[src/compositor_pkg.sv]
// Purpose: shared constants of the video overlay compositor
// Assumes: byte addressed register port, one aligned word per register
// Notes: field positions are bit indices inside each register word
package compositor_pkg;

  // ----------------------------------------------------------------
  // register offsets
  // ----------------------------------------------------------------
  localparam logic [7:0] OUTPUT_CONTROL_OFS = 8'h00;
  localparam logic [7:0] ALPHA_SETTINGS_OFS = 8'h04;
  localparam logic [7:0] COLOUR_KEY_VALUE_OFS = 8'h08;
  localparam logic [7:0] KEY_MASK_SETTINGS_OFS = 8'h0C;
  localparam logic [7:0] CLIP_LIMITS_OFS = 8'h10;

  // ----------------------------------------------------------------
  // output_control fields
  // ----------------------------------------------------------------
  localparam int MODE_LSB = 0;
  localparam int OVERLAY_ON_BIT = 4;
  localparam int EXTENDED_ON_BIT = 5;
  localparam int FINE_BLEND_BIT = 6;
  localparam int KEY_ON_BIT = 7;
  localparam int CLIP_ON_BIT = 8;
  localparam int CONTROL_WIDTH = 9;

  // ----------------------------------------------------------------
  // mode codes
  // ----------------------------------------------------------------
  localparam logic [3:0] MODE_CO_SITED_1X = 4'h0;
  localparam logic [3:0] MODE_INTERSPERSED_1X = 4'h1;
  localparam logic [3:0] MODE_420_1X = 4'h2;
  localparam logic [3:0] MODE_CO_SITED_2X = 4'h4;
  localparam logic [3:0] MODE_INTERSPERSED_2X = 4'h5;
  localparam logic [3:0] MODE_420_2X = 4'h6;
  localparam logic [3:0] MODE_STREAMING = 4'h8;
  localparam logic [3:0] MODE_MESSAGE = 4'h9;

  // ----------------------------------------------------------------
  // other field positions
  // ----------------------------------------------------------------
  localparam int ALPHA_ZERO_LSB = 0;
  localparam int ALPHA_ONE_LSB = 8;
  localparam int KEY_Y_LSB = 0;
  localparam int KEY_U_LSB = 8;
  localparam int KEY_V_LSB = 16;
  localparam int LUMA_MASK_LSB = 0;
  localparam int CHROMA_MASK_LSB = 4;
  localparam int LUMA_FLOOR_LSB = 0;
  localparam int LUMA_CEILING_LSB = 8;
  localparam int CHROMA_FLOOR_LSB = 16;
  localparam int CHROMA_CEILING_LSB = 24;

  // ----------------------------------------------------------------
  // reset values and fixed limits
  // ----------------------------------------------------------------
  localparam logic [31:0] CLIP_LIMITS_RESET = 32'hF010EB10;
  localparam logic [7:0] FIXED_CLIP_FLOOR = 8'h10;
  localparam logic [7:0] FIXED_CLIP_CEILING = 8'hF0;
  localparam logic [2:0] MAX_KEY_MASK = 3'h4;

endpackage

[src/video_overlay_compositor.sv]
// Purpose: mode decode, overlay blend, colour keying and output clipping
// Assumes: one pixel pair (Y0 Y1 U V) per valid cycle, 4:2:2 cosited
// Notes: one cycle from pixel or byte input to registered output
//
// Implementation choices: the placing of the registers and the address-and-strobe port.
module video_overlay_compositor (
  // clock and reset
  input wire logic mclk,
  input wire logic rst,
  // register port
  input wire logic [7:0] reg_addr,
  input wire logic [31:0] reg_wdata,
  input wire logic reg_write,
  input wire logic reg_read,
  output logic [31:0] reg_rdata,
  // mode decode
  output logic video_mode,
  output logic upscale_2x,
  output logic [1:0] input_format,
  output logic mode_reserved,
  // pixel pair input
  input wire logic pixel_valid,
  input wire logic pixel_in_image,
  input wire logic pixel_blank,
  input wire logic [7:0] image_y0,
  input wire logic [7:0] image_y1,
  input wire logic [7:0] image_u,
  input wire logic [7:0] image_v,
  input wire logic [7:0] overlay_y0,
  input wire logic [7:0] overlay_y1,
  input wire logic [7:0] overlay_u,
  input wire logic [7:0] overlay_v,
  // pixel pair output
  output logic out_valid,
  output logic [7:0] out_y0,
  output logic [7:0] out_y1,
  output logic [7:0] out_u,
  output logic [7:0] out_v,
  // raw byte input
  input wire logic raw_valid,
  input wire logic raw_first,
  input wire logic raw_last,
  input wire logic [7:0] raw_byte,
  // raw byte output
  output logic [7:0] data_byte,
  output logic data_valid,
  output logic stream_active,
  output logic message_start_strobe,
  output logic message_end_strobe
);

  // ----------------------------------------------------------------
  // registers
  // ----------------------------------------------------------------
  logic [8:0] output_control;
  logic [15:0] alpha_settings;
  logic [23:0] colour_key_value;
  logic [6:0] key_mask_settings;
  logic [31:0] clip_limits;

  always_ff @(posedge mclk) begin
    if (rst) begin
      output_control <= '0;
      alpha_settings <= '0;
      colour_key_value <= '0;
      key_mask_settings <= '0;
    end else if (reg_write) begin
      unique case (reg_addr)
        compositor_pkg::OUTPUT_CONTROL_OFS:
          output_control <= reg_wdata[8:0];
        compositor_pkg::ALPHA_SETTINGS_OFS:
          alpha_settings <= reg_wdata[15:0];
        compositor_pkg::COLOUR_KEY_VALUE_OFS:
          colour_key_value <= reg_wdata[23:0];
        compositor_pkg::KEY_MASK_SETTINGS_OFS:
          key_mask_settings <= reg_wdata[6:0];
        default: ;
      endcase
    end
  end

  always_ff @(posedge mclk) begin
    if (rst) begin
      clip_limits <= compositor_pkg::CLIP_LIMITS_RESET;
    end else if (reg_write &&
                 reg_addr == compositor_pkg::CLIP_LIMITS_OFS) begin
      clip_limits <= reg_wdata;
    end
  end

  // unmapped addresses read as zero
  always_ff @(posedge mclk) begin
    if (rst) begin
      reg_rdata <= '0;
    end else if (reg_read) begin
      unique case (reg_addr)
        compositor_pkg::OUTPUT_CONTROL_OFS:
          reg_rdata <= {23'h000000, output_control};
        compositor_pkg::ALPHA_SETTINGS_OFS:
          reg_rdata <= {16'h0000, alpha_settings};
        compositor_pkg::COLOUR_KEY_VALUE_OFS:
          reg_rdata <= {8'h00, colour_key_value};
        compositor_pkg::KEY_MASK_SETTINGS_OFS:
          reg_rdata <= {25'h0000000, key_mask_settings};
        compositor_pkg::CLIP_LIMITS_OFS:
          reg_rdata <= clip_limits;
        default:
          reg_rdata <= '0;
      endcase
    end else begin
      reg_rdata <= '0;
    end
  end

  // ----------------------------------------------------------------
  // control fields
  // ----------------------------------------------------------------
  logic [3:0] mode;
  logic overlay_on, extended_features_on, fine_blend_on, key_on, clip_on;
  logic [7:0] alpha_zero, alpha_one;
  logic [7:0] key_y, key_u, key_v;
  logic [2:0] luma_key_lsb_ignore, chroma_key_lsb_ignore;
  logic [7:0] luma_floor, luma_ceiling, chroma_floor, chroma_ceiling;

  assign mode = output_control[compositor_pkg::MODE_LSB +: 4];
  assign overlay_on = output_control[compositor_pkg::OVERLAY_ON_BIT];
  assign extended_features_on =
    output_control[compositor_pkg::EXTENDED_ON_BIT];
  assign fine_blend_on = output_control[compositor_pkg::FINE_BLEND_BIT];
  assign key_on = output_control[compositor_pkg::KEY_ON_BIT];
  assign clip_on = output_control[compositor_pkg::CLIP_ON_BIT];
  assign alpha_zero = alpha_settings[compositor_pkg::ALPHA_ZERO_LSB +: 8];
  assign alpha_one = alpha_settings[compositor_pkg::ALPHA_ONE_LSB +: 8];
  assign key_y = colour_key_value[compositor_pkg::KEY_Y_LSB +: 8];
  assign key_u = colour_key_value[compositor_pkg::KEY_U_LSB +: 8];
  assign key_v = colour_key_value[compositor_pkg::KEY_V_LSB +: 8];
  assign luma_key_lsb_ignore =
    key_mask_settings[compositor_pkg::LUMA_MASK_LSB +: 3];
  assign chroma_key_lsb_ignore =
    key_mask_settings[compositor_pkg::CHROMA_MASK_LSB +: 3];
  assign luma_floor = clip_limits[compositor_pkg::LUMA_FLOOR_LSB +: 8];
  assign luma_ceiling = clip_limits[compositor_pkg::LUMA_CEILING_LSB +: 8];
  assign chroma_floor = clip_limits[compositor_pkg::CHROMA_FLOOR_LSB +: 8];
  assign chroma_ceiling = clip_limits[compositor_pkg::CHROMA_CEILING_LSB +: 8];

  // ----------------------------------------------------------------
  // mode decode
  // ----------------------------------------------------------------
  logic streaming_mode, message_mode;

  always_comb begin
    video_mode = 1'b0;
    upscale_2x = 1'b0;
    input_format = 2'b00;
    streaming_mode = 1'b0;
    message_mode = 1'b0;
    mode_reserved = 1'b0;
    unique case (mode)
      compositor_pkg::MODE_CO_SITED_1X, compositor_pkg::MODE_INTERSPERSED_1X,
      compositor_pkg::MODE_420_1X: begin
        video_mode = 1'b1;
        input_format = mode[1:0];
      end
      compositor_pkg::MODE_CO_SITED_2X, compositor_pkg::MODE_INTERSPERSED_2X,
      compositor_pkg::MODE_420_2X: begin
        video_mode = 1'b1;
        upscale_2x = 1'b1;
        input_format = mode[1:0];
      end
      compositor_pkg::MODE_STREAMING: streaming_mode = 1'b1;
      compositor_pkg::MODE_MESSAGE: message_mode = 1'b1;
      // reserved codes: everything idle, no output defined
      default: mode_reserved = 1'b1;
    endcase
  end

  // ----------------------------------------------------------------
  // blend, key and clip helpers
  // ----------------------------------------------------------------
  function automatic logic [7:0] blend(input logic [7:0] img,
                                       input logic [7:0] ov,
                                       input logic [7:0] a);
    logic signed [8:0] d;
    logic signed [16:0] p;
    logic signed [9:0] s;
    d = $signed({1'b0, ov}) - $signed({1'b0, img});
    p = $signed({1'b0, a[6:0]}) * d;
    s = $signed(p[16:7]) + $signed({2'b00, img});
    return s[7:0];
  endfunction

  // ignored low bits clamp at four
  function automatic logic [7:0] keep_bits(input logic [2:0] n);
    logic [2:0] m;
    m = (n > compositor_pkg::MAX_KEY_MASK) ? compositor_pkg::MAX_KEY_MASK : n;
    return 8'hFF << m;
  endfunction

  function automatic logic [7:0] clip(input logic [7:0] v,
                                      input logic [7:0] lo,
                                      input logic [7:0] hi);
    if (v <= lo) begin
      return lo;
    end else if (v >= hi) begin
      return hi;
    end else begin
      return v;
    end
  endfunction

  // ----------------------------------------------------------------
  // overlay compositing
  // ----------------------------------------------------------------
  logic merge_on, fine_on, keying_on;
  logic [7:0] luma_keep, chroma_keep;
  logic chroma_match, key_hit0, key_hit1;
  logic [7:0] alpha0, alpha1, use_alpha0, use_alpha1;

  assign merge_on = video_mode && overlay_on;
  assign fine_on = extended_features_on && fine_blend_on;
  assign keying_on = extended_features_on && key_on;
  assign luma_keep = keep_bits(luma_key_lsb_ignore);
  assign chroma_keep = keep_bits(chroma_key_lsb_ignore);
  assign chroma_match = (((overlay_u ^ key_u) & chroma_keep) == 8'h00) &&
                        (((overlay_v ^ key_v) & chroma_keep) == 8'h00);
  assign key_hit0 = keying_on && chroma_match &&
                    (((overlay_y0 ^ key_y) & luma_keep) == 8'h00);
  assign key_hit1 = keying_on && chroma_match &&
                    (((overlay_y1 ^ key_y) & luma_keep) == 8'h00);
  assign alpha0 = overlay_u[0] ? alpha_one : alpha_zero;
  assign alpha1 = overlay_v[0] ? alpha_one : alpha_zero;
  // coarse steps keep the top three blend bits only
  assign use_alpha0 = fine_on ? alpha0 : {alpha0[7:5], 5'h00};
  assign use_alpha1 = fine_on ? alpha1 : {alpha1[7:5], 5'h00};

  function automatic logic [7:0] mix(input logic [7:0] img,
                                     input logic [7:0] ov,
                                     input logic [7:0] a,
                                     input logic merge,
                                     input logic hit);
    if (!merge || hit) begin
      return img;
    end else if (a[7]) begin
      return ov;
    end else begin
      return blend(img, ov, a);
    end
  endfunction

  logic [7:0] mix_y0, mix_y1, mix_u, mix_v;

  // first-sample alpha and key govern both chroma bytes
  assign mix_y0 = mix(image_y0, overlay_y0, use_alpha0, merge_on, key_hit0);
  assign mix_u =
    mix(image_u, overlay_u, use_alpha0, merge_on, key_hit0);
  assign mix_v =
    mix(image_v, overlay_v, use_alpha0, merge_on, key_hit0);
  assign mix_y1 = mix(image_y1, overlay_y1, use_alpha1, merge_on, key_hit1);

  // ----------------------------------------------------------------
  // clipping, last stage
  // ----------------------------------------------------------------
  logic clip_here;
  logic [7:0] y_lo, y_hi, c_lo, c_hi;

  assign clip_here = pixel_in_image && !pixel_blank;
  assign y_lo = clip_on ? luma_floor : compositor_pkg::FIXED_CLIP_FLOOR;
  assign y_hi = clip_on ? luma_ceiling : compositor_pkg::FIXED_CLIP_CEILING;
  assign c_lo = clip_on ? chroma_floor : compositor_pkg::FIXED_CLIP_FLOOR;
  assign c_hi = clip_on ? chroma_ceiling : compositor_pkg::FIXED_CLIP_CEILING;

  always_ff @(posedge mclk) begin
    if (rst) begin
      out_valid <= 1'b0;
      out_y0 <= 8'h00;
      out_y1 <= 8'h00;
      out_u <= 8'h00;
      out_v <= 8'h00;
    end else begin
      out_valid <= pixel_valid && video_mode;
      if (pixel_valid && video_mode) begin
        out_y0 <= clip_here ? clip(mix_y0, y_lo, y_hi) : mix_y0;
        out_y1 <= clip_here ? clip(mix_y1, y_lo, y_hi) : mix_y1;
        out_u <= clip_here ? clip(mix_u, c_lo, c_hi) : mix_u;
        out_v <= clip_here ? clip(mix_v, c_lo, c_hi) : mix_v;
      end
    end
  end

  // ----------------------------------------------------------------
  // raw data transfer
  // ----------------------------------------------------------------
  logic raw_take;

  assign raw_take = raw_valid && (streaming_mode || message_mode);

  always_ff @(posedge mclk) begin
    if (rst) begin
      data_byte <= 8'h00;
      data_valid <= 1'b0;
      stream_active <= 1'b0;
      message_start_strobe <= 1'b0;
      message_end_strobe <= 1'b0;
    end else begin
      data_valid <= raw_take;
      if (raw_take) begin
        data_byte <= raw_byte;
      end
      stream_active <= streaming_mode;
      message_start_strobe <= raw_take && message_mode && raw_first;
      message_end_strobe <= raw_take && message_mode && raw_last;
    end
  end
endmodule

[config.mk]
export PLATFORM = sky130hd
export DESIGN_NAME = video_overlay_compositor
export DESIGN_NICKNAME = d
export VERILOG_FILES = /design/src/compositor_pkg.sv /design/src/video_overlay_compositor.sv
export SDC_FILE = /design/constraint.sdc
export NUM_CORES = 1
export LEC_CHECK = 0
export BUFFER_PORTS_ARGS = -buffer_cell sky130_fd_sc_hd__clkbuf_2
export CAP_MARGIN = 20
export CORE_MARGIN = 2
export CORE_UTILIZATION = 55
export DETAILED_ROUTE_END_ITERATION = 7
export PLACE_DENSITY = 0.75
export SYNTH_ARGS = -nofsm -noshare
export SYNTH_HDL_FRONTEND = slang
export SYNTH_SLANG_ARGS = --single-unit
[constraint.sdc]
create_clock -name mclk -period 11.3 [get_ports mclk]
set_input_delay 0.565 -clock mclk [delete_from_list [all_inputs] [get_ports mclk]]
set_output_delay 0.565 -clock mclk [all_outputs]
set_load 0.1 [all_outputs]
==> results.json <==
{
  "die_area_um2": 37600,
  "pre_cts_ws_ps": 993,
  "clk_pin_slew_worst_paths_ps": 70,
  "hpwl_um": 49500,
  "synthDistinctLibCells": 78,
  "postLayoutCellArea_um2": 22000,
  "yosys_warnings": 0,
  "drc": 0,
  "clock_sinks": 165,
  "synth_edf_count": 0,
  "h-tree-depth": 4,
  "synth_cells": 2480,
  "initial_core_util": 0.558,
  "power.total_uw": 1540,
  "hold_viol_final": 0,
  "totalWireLength_um": 61300,
  "gp_congestion": 0.946,
  "tightest_slew_ps": 1080,
  "arrival_ps": 10400,
  "max_slew_margin": 0.276,
  "async_reset_ff_frac": 0,
  "nFillCells": 3191,
  "slew_viol_final": 0,
  "whs_ps": 333,
  "grt_max_degree": 87,
  "rsz0062_at_grt": "no",
  "status": "finished, final reports clean",
  "dieHeight_um": 194,
  "num_vias": 18400,
  "fin_crit_sh": 0.889,
  "cts_resized": 0,
  "critPathMostFrequentCell": "inv_1",
  "dieWidth_um": 194,
  "setup_slack_ps": 1250,
  "cts_tree": "built",
  "final.setup.tns_ps": 0,
  "min-delay-path-class": "in -> reg",
  "grt_pass1_vias": 18900,
  "critical-path-slowest-cell": "xnor2_1",
  "placed_cell_area_um2": 21300,
  "synth_top_area_frac": 0.190,
  "antenna_found_initial": 2,
  "grt_pass1_wl_um": 98300,
  "ys.flop_type": "dfxtp_1",
  "power.density_nw_per_um2": 69.9,
  "wl_per_cell_um": 19.7,
  "drt_iter0_drc": 1327,
  "period_minus_slack_ps": 10050,
  "cap_violations": 0,
  "fmax_mhz": 99.5,
  "vias_per_cell": 5.90,
  "overflow": 0,
  "area_delta_synth_final_pct": 10.7,
  "coreArea_um2": 35600,
  "clockBufferDepth": 2,
  "endpoint_kind": "register",
  "first_pass_iters": 8,
  "layout-drive-gt1-share": 0.111,
  "slowest_delay_ps": 640,
  "synth-seq-cells": 165,
  "synth_top_cell_by_area": "fa_1",
  "critical_path_class": "in -> reg",
  "cts-root-buf": "clkbuf_16",
  "clk_latency_ps": 440,
  "io_pins": 204,
  "required_ps": 11650,
  "syn_area_um2": 19900,
  "ir_drop_uv": 108,
  "yosysSeqAreaShare": 0.166,
  "cts_inserted_buffers": 17,
  "holdBufCountCts": 0,
  "rows": 69,
  "ys_top_cells_by_area": "fa_1 (19%), dfxtp_1 (17%), ha_1 (15%)",
  "port_buffers": 203,
  "finalSetupViolCount": 0,
  "p_leak_uw": 0.0104,
  "drtAntennaViolNets": 0,
  "cts_setup_buffers": 0,
  "fin_nets": 3184,
  "skew_ps": 9.88,
  "syn_avg_cell_area_um2": 8.01,
  "worst-path-max-fanout": 11,
  "worstSetupStartpointType": "input port",
  "grt_use_total": 0.326,
  "synth_fp_nets": 3022
}
==> cells by family (layout without fill, tap and decap cells) <==
kind of cell,after synthesis,after routing,synth area share
XOR/XNOR,136,136,0.0607
buffers and inverters,401,575,0.0763
flip-flops,165,165,0.166
AO/OA/AOI/OAI,441,441,0.143
multiplexers,49,49,0.0256
adder cells (fa/ha/maj),420,420,0.336
AND/OR/NAND/NOR,868,868,0.192
other,0,1,0
==> cell type report <==
cell class / instances / area [um2] / area share
multi-input combinational: 1914 / 15100 / 0.686
sequential: 165 / 3300 / 0.150
timing repair buffer: 232 / 1280 / 0.0585
inverter: 312 / 1170 / 0.0533
tap: 461 / 577 / 0.0262
clock buffer: 18 / 439 / 0.0200
clock inverter: 13 / 133 / 0.00604
antenna: 1 / 2.50 / 0.000114
==> metrics by stage <==
stage / cells / utilization
after floorplan: 2480 / -
after global placement: 3078 / 0.599
after detailed placement: 3078 / 0.599
final: 3116 / 0.618
after global routing: 3115 / 0.618
after CTS: 3109 / 0.615
==> cell usage in the layout (no fill, tap or decap), types with 8 or more instances in the layout <==
cell / netlist / layout
a211oi_1: 12 / 12
a21o_1: 29 / 29
a21oi_1: 151 / 151
a221oi_1: 24 / 24
a22o_1: 12 / 12
a22oi_1: 10 / 10
and2_1: 25 / 25
and3_1: 12 / 12
buf_4: 0 / 25
clkbuf_16: 0 / 17
clkbuf_2: 0 / 203
dfxtp_1: 165 / 165
fa_1: 188 / 188
ha_1: 232 / 232
inv_1: 311 / 311
mux2_2: 11 / 11
mux2i_1: 34 / 32
nand2_1: 304 / 304
nand2b_1: 36 / 36
nand3_1: 36 / 36
nand3b_1: 13 / 13
nand4_1: 9 / 9
nor2_1: 319 / 318
nor2b_1: 33 / 33
nor3_1: 45 / 45
o211ai_1: 13 / 13
o21a_1: 16 / 16
o21ai_0: 53 / 53
o21ai_1: 33 / 32
o21bai_1: 12 / 12
o22ai_1: 12 / 12
o41ai_1: 8 / 8
or2_2: 10 / 10
xnor2_1: 89 / 89
xor2_1: 46 / 46
==> where the power goes <==
group          switching [uW]  internal [uW]
Sequential               5.91            590
Clock                     277            299
Combinational             255            111
Total                     537            999
==> flip-flops by register name, indices dropped and copies added (netlist names), 7 cells and up <==
register / flops
clip_limits: 32
reg_rdata: 32
colour_key_value: 24
alpha_settings: 16
output_control: 9
data_byte: 8
out_u: 8
out_v: 8
out_y0: 8
out_y1: 8
key_mask_settings: 7
==> per-layer routing <==
layer  GRT usage  vias up  routed length (um)
met5           0        -                   0
met4       0.141        0                2570
met3      0.0470      154                4800
met2       0.548      849               29000
met1       0.420     8838               25000
li1            -     8536                   -
==> worst max-delay path, delay by kind of cell <==
kind / cells / cell delay [ps]
AO/OA/AOI/OAI: 15 / 3100
XOR/XNOR: 3 / 950
adder cells (fa/ha/maj): 8 / 3380
buffers and inverters: 7 / 640
AND/OR/NAND/NOR: 11 / 1730
==> worst paths after layout <==
kind	startpoint	end	slack (ps)	cells after the start
worst max-delay path	image_y1[1]	out_y1[6]	1250	44
worst min-delay path	reg_wdata[29]	clip_limits[29]	330	3
worst max register to register	output_control[6]	out_y0[0]	1730	32
worst min register to register	data_byte[1]	data_byte[1]	460	2
==> cell usage after synthesis (5+ instances only) <==
library cell / n
a2111oi_0: 6
a211oi_1: 12
a21boi_1: 5
a21o_1: 29
a21oi_1: 151
a221oi_1: 24
a222oi_1: 7
a22o_1: 12
a22oi_1: 10
and2_1: 25
and3_1: 12
clkbuf_1: 84
dfxtp_1: 165
fa_1: 188
ha_1: 232
inv_1: 311
mux2_2: 11
mux2i_1: 34
nand2_1: 304
nand2b_1: 36
nand3_1: 36
nand3b_1: 13
nand4_1: 9
nor2_1: 319
nor2b_1: 33
nor3_1: 45
nor4_1: 6
o211ai_1: 13
o21a_1: 16
o21ai_0: 53
o21ai_1: 33
o21bai_1: 12
o22ai_1: 12
o41ai_1: 8
or2_2: 10
or3_1: 5
xnor2_1: 89
xor2_1: 46
Note: power is estimated with default switching activity, not from simulation.
